--- src/shared/ats_sec_pkg.sv ---
// shared constants and carrier types for the translation-service policy block
package ats_sec_pkg;
    // ======================================================================
    // widths
    localparam int ADDR_W = 8;
    localparam int SID_W = 3;
    localparam int ENTRIES = 16;
    // ======================================================================
    // register byte offsets
    localparam logic [7:0] OFF_ID_ZERO = 8'h00;
    localparam logic [7:0] OFF_CONTROL_ZERO = 8'h04;
    localparam logic [7:0] OFF_BYPASS_ATTR = 8'h08;
    localparam logic [7:0] OFF_ENTRY_SELECT = 8'h0C;
    localparam logic [7:0] OFF_ENTRY_DATA = 8'h10;
    localparam logic [7:0] OFF_ENTRY_INVAL = 8'h14;
    localparam logic [7:0] OFF_INVAL_STATUS = 8'h18;
    localparam logic [7:0] OFF_SEC_ID_ONE = 8'h40;
    localparam logic [7:0] OFF_SEC_CONTROL_ZERO = 8'h44;
    localparam logic [7:0] OFF_SEC_BYPASS_ATTR = 8'h48;
    localparam logic [7:0] OFF_SEC_INIT = 8'h4C;
    // ======================================================================
    // field positions
    localparam int BIT_GLOBAL_EN = 0;
    localparam int BIT_CHECK_EN = 1;
    localparam int BIT_BYPASS_ABORT = 0;
    localparam int BIT_ID_ATS = 0;
    localparam int BIT_ID_STAGE1 = 1;
    localparam int BIT_SEC_IMPL = 0;
    localparam int BIT_ENTRY_VALID = 0;
    localparam int BIT_ENTRY_MODE = 1;
    localparam int BIT_SELECT_SECURE = 8;
    localparam int BIT_INIT_INVAL_ALL = 0;
    localparam int BIT_INVAL_ERROR = 0;
    localparam int BIT_INVAL_UR = 1;
    // ======================================================================
    // reset values and mode encodings
    localparam logic [31:0] RST_WORD = 32'h0000_0000;
    localparam logic [1:0] MODE_OFF = 2'b00;
    localparam logic [1:0] MODE_FULL = 2'b01;
    localparam logic [1:0] MODE_SPLIT = 2'b10;
    // ======================================================================
    // endpoint invalidation outcome codes
    typedef enum logic [1:0] {
        INV_OK = 2'b00,
        INV_UR = 2'b01,
        INV_FAIL = 2'b10
    } inval_status_type;
    // incoming transaction or translation request
    typedef struct packed {
        logic valid;
        logic [SID_W-1:0] stream_id;
        logic secure_stream_flag;
        logic translated;
        logic cxl_cache;
        logic ats_request;
        logic source_cxl;
        logic wb_shareable;
        logic in_world_attr;
        logic table_world_attr;
    } txn_in_type;
    // registered verdict
    typedef struct packed {
        logic valid;
        logic abort;
        logic security_world_attribute;
        logic cxl_io;
        logic secure_stream;
    } txn_out_type;
    // endpoint invalidation outcome
    typedef struct packed {
        logic done;
        inval_status_type status;
    } inval_in_type;
endpackage : ats_sec_pkg

--- src/core/ats_sec_policy.sv ---
// translated-traffic policy and security state selection with its APB registers
//
// Added by the designer: the placing of the registers and the APB interface to the registers.
`timescale 1ns/100ps
// What this block does
// - endpoint invalidate answered Unsupported Request completes without any error.
// - check enable is cached per entry; entries must be invalidated to see change.
// - with check enable clear, split mode is treated as disabled.
// - entries fetched after a check enable update use the new value.
// - with check enable set, translated traffic to a mode-off entry is terminated.
// - with check enable clear and global enable set, non-secure translated traffic passes without configuration checks.
// - translation services are implemented and the supported flag reads one.
// - translated cache-protocol traffic is not checked against the service mode.
// - source-cxl request on split-mode stream gets the io bit set.
// - source-cxl request with non write-back shareable memory gets the io bit.
// - single state: secure registers read zero, only non-secure output.
// - two states: secure table present, stage one supported, both attributes possible.
// - secure registers except init answer secure accesses only; else read zero.
// - secure streams use secure table, bypass and enable; others non-secure ones.
// - non-secure streams and translated traffic leave non-secure; other secure streams follow table or input.
// - secure stream flag one selects the secure table, zero the non-secure table.
module ats_sec_policy
    import ats_sec_pkg::*;
#(
    parameter bit TWO_STATES = 1'b1,
    parameter bit STAGE1_SINGLE = 1'b0
) (
    input wire logic pclk,
    input wire logic presetn,
    input wire logic psel,
    input wire logic penable,
    input wire logic pwrite,
    input wire logic [ADDR_W-1:0] paddr,
    input wire logic [31:0] pwdata,
    input wire logic [2:0] pprot,
    output logic pready,
    output logic [31:0] prdata,
    output logic pslverr,
    input wire txn_in_type txn_in,
    output txn_out_type txn_out,
    input wire inval_in_type inval_in,
    output logic inval_complete,
    output logic inval_error
);
    // ======================================================================
    // APB front end
    logic setup;
    logic wr_setup;
    logic sec_access;
    logic [31:0] rdata_d;
    logic err_d;
    logic [31:0] prdata_q;
    logic pslverr_q;
    logic [31:0] control_q;
    logic [31:0] bypass_q;
    logic [31:0] sec_control_q;
    logic [31:0] sec_bypass_q;
    logic [31:0] select_q;
    logic [1:0] inval_status_q;
    logic inval_complete_q;
    logic inval_error_q;
    logic [ENTRIES-1:0] entry_valid_q;
    logic [1:0] entry_mode_q [ENTRIES];
    logic [ENTRIES-1:0] entry_chk_q;
    logic [3:0] sel_idx;
    logic sel_secure;
    logic sel_ok;
    logic entry_wr;
    logic entry_inv;
    logic inv_all;
    txn_out_type txn_out_q;

    // decoding every register shares: is this address a secure register
    function automatic logic is_secure_reg(input logic [ADDR_W-1:0] a);
        is_secure_reg = (a == OFF_SEC_ID_ONE) || (a == OFF_SEC_CONTROL_ZERO) ||
                        (a == OFF_SEC_BYPASS_ATTR);
    endfunction : is_secure_reg

    // decode happens in setup so read data can come from a flop with zero waits
    assign setup = psel && !penable;
    assign wr_setup = setup && pwrite;
    assign sec_access = TWO_STATES && !pprot[1];
    assign sel_idx = {select_q[BIT_SELECT_SECURE], select_q[SID_W-1:0]};
    assign sel_secure = select_q[BIT_SELECT_SECURE];
    assign sel_ok = !sel_secure || sec_access;
    assign entry_wr = wr_setup && paddr == OFF_ENTRY_DATA && sel_ok;
    assign entry_inv = wr_setup && paddr == OFF_ENTRY_INVAL && sel_ok;
    assign inv_all = wr_setup && paddr == OFF_SEC_INIT && TWO_STATES &&
                     pwdata[BIT_INIT_INVAL_ALL];

    // read mux; secure registers read zero to non-secure or single-state access
    always_comb begin
        rdata_d = RST_WORD;
        err_d = 1'b0;
        if (paddr == OFF_ID_ZERO) begin
            rdata_d[BIT_ID_ATS] = 1'b1;
            rdata_d[BIT_ID_STAGE1] = TWO_STATES || STAGE1_SINGLE;
        end else if (paddr == OFF_CONTROL_ZERO) begin
            rdata_d = control_q;
        end else if (paddr == OFF_BYPASS_ATTR) begin
            rdata_d = bypass_q;
        end else if (paddr == OFF_ENTRY_SELECT) begin
            rdata_d = select_q;
        end else if (paddr == OFF_ENTRY_DATA) begin
            if (sel_ok) begin
                rdata_d[BIT_ENTRY_VALID] = entry_valid_q[sel_idx];
                rdata_d[BIT_ENTRY_MODE +: 2] = entry_mode_q[sel_idx];
            end
        end else if (paddr == OFF_ENTRY_INVAL) begin
            rdata_d = RST_WORD;
        end else if (paddr == OFF_INVAL_STATUS) begin
            rdata_d[1:0] = inval_status_q;
        end else if (is_secure_reg(paddr) || paddr == OFF_SEC_INIT) begin
            if (sec_access && paddr == OFF_SEC_ID_ONE) begin
                rdata_d[BIT_SEC_IMPL] = 1'b1;
            end else if (sec_access && paddr == OFF_SEC_CONTROL_ZERO) begin
                rdata_d = sec_control_q;
            end else if (sec_access && paddr == OFF_SEC_BYPASS_ATTR) begin
                rdata_d = sec_bypass_q;
            end
        end else begin
            err_d = 1'b1;
        end
    end

    // response flops, loaded in setup and shown during access
    always_ff @(posedge pclk or negedge presetn) begin
        if (!presetn) begin
            prdata_q <= RST_WORD;
            pslverr_q <= 1'b0;
        end else if (setup) begin
            prdata_q <= pwrite ? RST_WORD : rdata_d;
            pslverr_q <= err_d;
        end
    end

    assign pready = 1'b1;
    assign prdata = prdata_q;
    assign pslverr = pslverr_q;

    // ======================================================================
    // control registers
    always_ff @(posedge pclk or negedge presetn) begin
        if (!presetn) begin
            control_q <= RST_WORD;
            bypass_q <= RST_WORD;
            select_q <= RST_WORD;
        end else if (wr_setup) begin
            if (paddr == OFF_CONTROL_ZERO) begin
                control_q <= pwdata & 32'h0000_0003;
            end else if (paddr == OFF_BYPASS_ATTR) begin
                bypass_q <= pwdata & 32'h0000_0001;
            end else if (paddr == OFF_ENTRY_SELECT) begin
                select_q <= pwdata & 32'h0000_0107;
            end
        end
    end

    // secure copies ignore writes unless both states exist and the access is secure
    always_ff @(posedge pclk or negedge presetn) begin
        if (!presetn) begin
            sec_control_q <= RST_WORD;
            sec_bypass_q <= RST_WORD;
        end else if (wr_setup && sec_access) begin
            if (paddr == OFF_SEC_CONTROL_ZERO) begin
                sec_control_q <= pwdata & 32'h0000_0001;
            end else if (paddr == OFF_SEC_BYPASS_ATTR) begin
                sec_bypass_q <= pwdata & 32'h0000_0001;
            end
        end
    end

    // ======================================================================
    // stream tables: low half non-secure, high half secure
    // the check enable is latched at fetch (write) and at invalidation, so a
    // change of the check enable bit reaches an entry only once it is invalidated or rewritten
    for (genvar i = 0; i < ENTRIES; i++) begin : g_entry
        always_ff @(posedge pclk or negedge presetn) begin
            if (!presetn) begin
                entry_valid_q[i] <= 1'b0;
                entry_mode_q[i] <= MODE_OFF;
                entry_chk_q[i] <= 1'b0;
            end else if (entry_wr && sel_idx == 4'(i)) begin
                entry_valid_q[i] <= pwdata[BIT_ENTRY_VALID];
                entry_mode_q[i] <= pwdata[BIT_ENTRY_MODE +: 2];
                entry_chk_q[i] <= control_q[BIT_CHECK_EN];
            end else if ((entry_inv && sel_idx == 4'(i)) || inv_all) begin
                entry_chk_q[i] <= control_q[BIT_CHECK_EN];
            end
        end
    end

    // ======================================================================
    // transaction policy
    logic secure_stream;
    logic [3:0] idx;
    logic global_en;
    logic bypass_abort;
    logic [1:0] eff_mode;
    logic entry_valid;
    txn_out_type txn_d;

    assign secure_stream = TWO_STATES && txn_in.secure_stream_flag;
    assign idx = {secure_stream, txn_in.stream_id};
    assign global_en = secure_stream ? sec_control_q[BIT_GLOBAL_EN]
                                     : control_q[BIT_GLOBAL_EN];
    assign bypass_abort = secure_stream ? sec_bypass_q[BIT_BYPASS_ABORT]
                                        : bypass_q[BIT_BYPASS_ABORT];
    assign entry_valid = entry_valid_q[idx];
    // split mode without the cached check reads as disabled
    assign eff_mode = (entry_mode_q[idx] == MODE_SPLIT && !entry_chk_q[idx]) ?
                      MODE_OFF : entry_mode_q[idx];

    // verdict is worked out every cycle; idle cycles carry valid low and are ignored
    always_comb begin
        txn_d = '0;
        txn_d.valid = txn_in.valid;
        txn_d.secure_stream = secure_stream;
        // non-secure streams always leave as non-secure
        txn_d.security_world_attribute = 1'b1;
        if (secure_stream) begin
            txn_d.security_world_attribute = global_en ? txn_in.table_world_attr
                                                       : txn_in.in_world_attr;
        end
        if (txn_in.translated) begin
            txn_d.security_world_attribute = 1'b1;
            if (secure_stream || !control_q[BIT_GLOBAL_EN]) begin
                txn_d.abort = 1'b1;
            end else if (!control_q[BIT_CHECK_EN]) begin
                txn_d.abort = 1'b0;
            end else if (txn_in.cxl_cache) begin
                txn_d.abort = 1'b0;
            end else begin
                txn_d.abort = !entry_valid || eff_mode == MODE_OFF;
            end
        end else if (txn_in.ats_request) begin
            txn_d.abort = !global_en || !entry_valid || eff_mode == MODE_OFF;
            txn_d.cxl_io = txn_in.source_cxl &&
                           (eff_mode == MODE_SPLIT || !txn_in.wb_shareable);
        end else begin
            txn_d.abort = global_en ? !entry_valid : bypass_abort;
        end
    end

    // verdict is registered: one cycle from request to answer
    always_ff @(posedge pclk or negedge presetn) begin
        if (!presetn) begin
            txn_out_q <= '0;
        end else begin
            txn_out_q <= txn_d;
        end
    end

    assign txn_out = txn_out_q;

    // ======================================================================
    // endpoint invalidation outcome; UR completes cleanly though nothing may be done
    always_ff @(posedge pclk or negedge presetn) begin
        if (!presetn) begin
            inval_complete_q <= 1'b0;
            inval_error_q <= 1'b0;
            inval_status_q <= 2'b00;
        end else begin
            inval_complete_q <= inval_in.done;
            inval_error_q <= inval_in.done && inval_in.status == INV_FAIL;
            if (inval_in.done) begin
                inval_status_q[BIT_INVAL_ERROR] <= inval_in.status == INV_FAIL;
                inval_status_q[BIT_INVAL_UR] <= inval_in.status == INV_UR;
            end
        end
    end

    assign inval_complete = inval_complete_q;
    assign inval_error = inval_error_q;
endmodule : ats_sec_policy

--- config.mk ---
export PLATFORM = sky130hd
export DESIGN_NAME = ats_sec_policy
export DESIGN_NICKNAME = d
export VERILOG_FILES = /design/src/shared/ats_sec_pkg.sv /design/src/core/ats_sec_policy.sv
export SDC_FILE = /design/constraint.sdc
export NUM_CORES = 1
export LEC_CHECK = 0
export ABC_AREA = 1
export BUFFER_PORTS_ARGS = -buffer_cell sky130_fd_sc_hd__buf_2
export CAP_MARGIN = 0
export CELL_PAD_IN_SITES_DETAIL_PLACEMENT = 2
export CELL_PAD_IN_SITES_GLOBAL_PLACEMENT = 2
export CORE_MARGIN = 8
export CORE_UTILIZATION = 32
export CTS_CLUSTER_DIAMETER = 200
export DETAILED_ROUTE_END_ITERATION = 10
export GPL_TIMING_DRIVEN = 0
export PLACE_DENSITY_LB_ADDON = 0.1
export SYNTH_ARGS = -nofsm -noshare
export SYNTH_HDL_FRONTEND = slang
export SYNTH_SLANG_ARGS = --single-unit
--- constraint.sdc ---
create_clock -name pclk -period 2.21 [get_ports pclk]
set_clock_uncertainty 0.1 [all_clocks]
set_input_delay 0.221 -clock pclk [delete_from_list [all_inputs] [get_ports pclk]]
set_output_delay 0.221 -clock pclk [all_outputs]
set_load 0.1 [all_outputs]
==> reports/results.tsv <==
stage	metric	value	unit
synthesis	Compound-Gate Fraction of Synth Area	0.135	
clock_network	Clock Latency Late Sink	0.36	ns
routing	DR WL/cell	19.2	um
timing	Setup Viol. Count Final	0	
timing	Tcrit/Tclk final	0.921	
synthesis	mux contribution to synthesized area	0	
timing	Tmin final	2.04	ns
finish	n_diodes	0	
grt	first-pass GRT wire length	32.0	mm
synthesis	largest family of logic cells by synthesized area	simple AND/OR/NAND/NOR gates	
routing	via/cell ratio	5.03	
clock_network	clock sink total	87	
placed_design	final RePlAce weighted congestion	0.837	
routing	drt first-iter violations	286	
routing	Residual DRC	0	
die	Die W	145	um
clock_network	H-tree lvl count	3	
finish	fraction of layout cells with a size suffix above 1	0.204	
synthesis	post-synthesis adder-cell area fraction	0	
die	row cnt	47	
finish	fin nets	868	
routing	Post-Route WL	19.7	mm
die	total I/O pin count	104	
power	Sw Ratio	0.315	
power	clock share of power	0.420	
timing	Max Fclk	491	MHz
clock_network	Clock transition at path regs	0.07	ns
power	Comb pwr share	0.168	
synthesis	sequential area share after synthesis	0.407	
job	max cap viols	0	
power	Pleak	0.00329	uW
outcome	status	finished, final reports clean	
grt	antenna violations before repair	0	
grt	GRT Overall Usage	0.192	
routing	TritonRoute pass-1 iters	5	
power	Cell Pwr Density	618	mW/mm2
clock_network	Max clock buf depth	2	
timing	Final Max Tran Viols	0	
die	CORE AREA	0.0165	mm2
timing	worst setup margin	0.175	ns
power	worst vdd ir	0.424	mV
power	Switch Pwr	1240	uW
timing	RSZ-0062 raised after global routing	false	
worst_hold_path	Hold WC Path Type	in2reg	
synthesis	Simple-Gate Fraction of Synth Area	0.340	
synthesis	Syn Area/Cell	7.46	um2
setup_path	Arr. time, crit path	2.16	ns
timing	Final Hold Fails	0	
die	initial core utilization	0.325	
setup_path	WP data required	2.33	ns
grt	vias in the first global route	5785	
power	share of power burned in registers	0.412	
die	die area	0.0211	mm2
setup_path	CP Capture Type	flop	
setup_path	worst-path maximum fanout	10	
finish	Core Util, Final	0.386	
clock_network	number of buffers created by CTS	9	
routing	routed vias	5178	
synthesis	Yosys cell types	35	
setup_path	Crit Path Category	reg2reg	
placed_design	post-DP HPWL	15.3	mm
synthesis	mapped cell area	0.00535	mm2
synthesis	YS warnings	0	
grt	pin count of the biggest net entering global routing	47	
placed_design	Placement Setup Slack	-0.163	ns
power	internal power	2690	uW
finish	Layout area overhead	18.9	%
placed_design	Port Buffers	42	
grt	grt ovf	0	
synthesis	Post-Synth XOR/XNOR Area	0	
setup_path	startpoint types	flop	
timing	Max-slew headroom	0.551	
synthesis	Yosys reg bits	87	
die	chip height	145	um
clock_network	CTS tree	done	
routing	Routed Antenna Nets	0	
synthesis	Cells after Synth	717	
clock_network	clock root buffer	clkbuf_16	
timing	Slew @ Worst Pin	0.674	ns
area by class of cell:
class,instances,area [um2]
fill,1967,10100
multi-input combinational,537,2660
sequential,87,2180
buffer,53,370
timing repair buffer,50,310
tap,220,275
clock buffer,11,253
inverter,67,251
clock inverter,5,62.6
cells in the final DEF, fill, tap and decap left out, types with 22 or more instances in the layout:
master   count
buf_2       48
buf_4       36
conb_1      29
dfrtp_1     87
inv_1       57
nand2_1    196
nand3_1     55
nand4_1     22
nor2_1      62
o21ai_0     76
synth_stat cells (all sizes together):
| library cell | n | area (um2) |
|---|---|---|
| nor2 | 71 | 328 |
| nand4 | 23 | 150 |
| o21ai | 76 | 380 |
| a21oi | 30 | 188 |
| nand3b | 1 | 7.51 |
| o22ai | 7 | 43.8 |
| clkinv | 1 | 3.75 |
| conb | 2 | 7.51 |
| nand3 | 67 | 403 |
| inv | 66 | 248 |
| nand2 | 211 | 885 |
| dfrtp | 87 | 2180 |
| o211ai | 5 | 37.5 |
| a22oi | 8 | 60.1 |
| a211oi | 1 | 7.51 |
| clkbuf | 8 | 30.0 |
| o31ai | 1 | 7.51 |
| or2 | 5 | 31.3 |
| nor3 | 2 | 15.0 |
| buf | 45 | 340 |
repair_timing:
action / 4_1_cts / 5_1_grt
hold endpoints to repair: 47 / 1
buffers inserted: 0 / 0
hold buffers: 6 / 1
gates resized for setup: 0 / 2
setup endpoints to repair: 0 / 2
path summary, 6_finish.rpt:
path	slack [ns]	cells past startpoint	startpoint	to
max	0.17	9	select_q[0]$_DFFE_PN0P_	prdata[2]$_DFFE_PN0P_
min	0.01	3	txn_in[1]	txn_out[2]$_DFF_PN0_
max reg2reg	0.17	9	select_q[0]$_DFFE_PN0P_	prdata[2]$_DFFE_PN0P_
min reg2reg	0.38	2	prdata[0]$_DFFE_PN0P_	prdata[0]$_DFFE_PN0P_
max in group asynchronous	1.05	3	presetn	entry_valid_q[12]$_DFFE_PN0P_
min in group asynchronous	0.31	2	presetn	inval_complete$_DFF_PN0_
flip-flops by register name, indices dropped and copies added, names as in the netlist:
signal and flops:
inval_error 1, sec_control_q 1, pslverr 1, entry_valid_q 16
sec_bypass_q 1, prdata 4, select_q 4, bypass_q 1
entry_mode_q 32, txn_out 5, inval_complete 1, inval_status_q 2
control_q 2, entry_chk_q 16
critical path, stage by stage (launching register included):
cell and delay, ns:
dfrtp_1 0.36, buf_4 0.18, nand2_4 0.17, inv_1 0.16, a22oi_1 0.23, nand2_1 0.12
nand2_1 0.08, nand2_1 0.08, o31ai_1 0.31, nand3_1 0.10
through the flow:
step	instance area (um2)	cells	TNS (ns)	hold WS (ns)	total power [uW]
detailed placement	5970	1007	-0.163	0.169	2300
finish	6360	1030	0	0.0118	3930
global route	6360	1030	0	0.0168	4080
floorplan	5450	744	0	-0.175	2130
CTS	6340	1029	0	0.000331	3970
global placement	5940	1006	-6.96	0.229	2280
cells by family after synthesis:
family | Yosys count
buffers and inverters | 120
and+or+nand+nor | 380
DFF | 87
AOI/OAI and AO/OA | 128
other | 2
layer usage:
layer,GRT usage,share of wire
met2,0.339,0.51
met5,0,0
met3,0.0274,0.032
met4,0.0739,0.025
met1,0.231,0.44
power groups by stage:
stage                     registers [uW]  clock network [uW]  logic, uW
final                               1620                1650        660
after global routing                1620                1750        704
after CTS                           1620                1700        659
after detailed placement            1650                   0        648
after global placement              1650                   0        629
after floorplan                     1710                   0        415
Note: power is estimated with default switching activity, not from simulation.
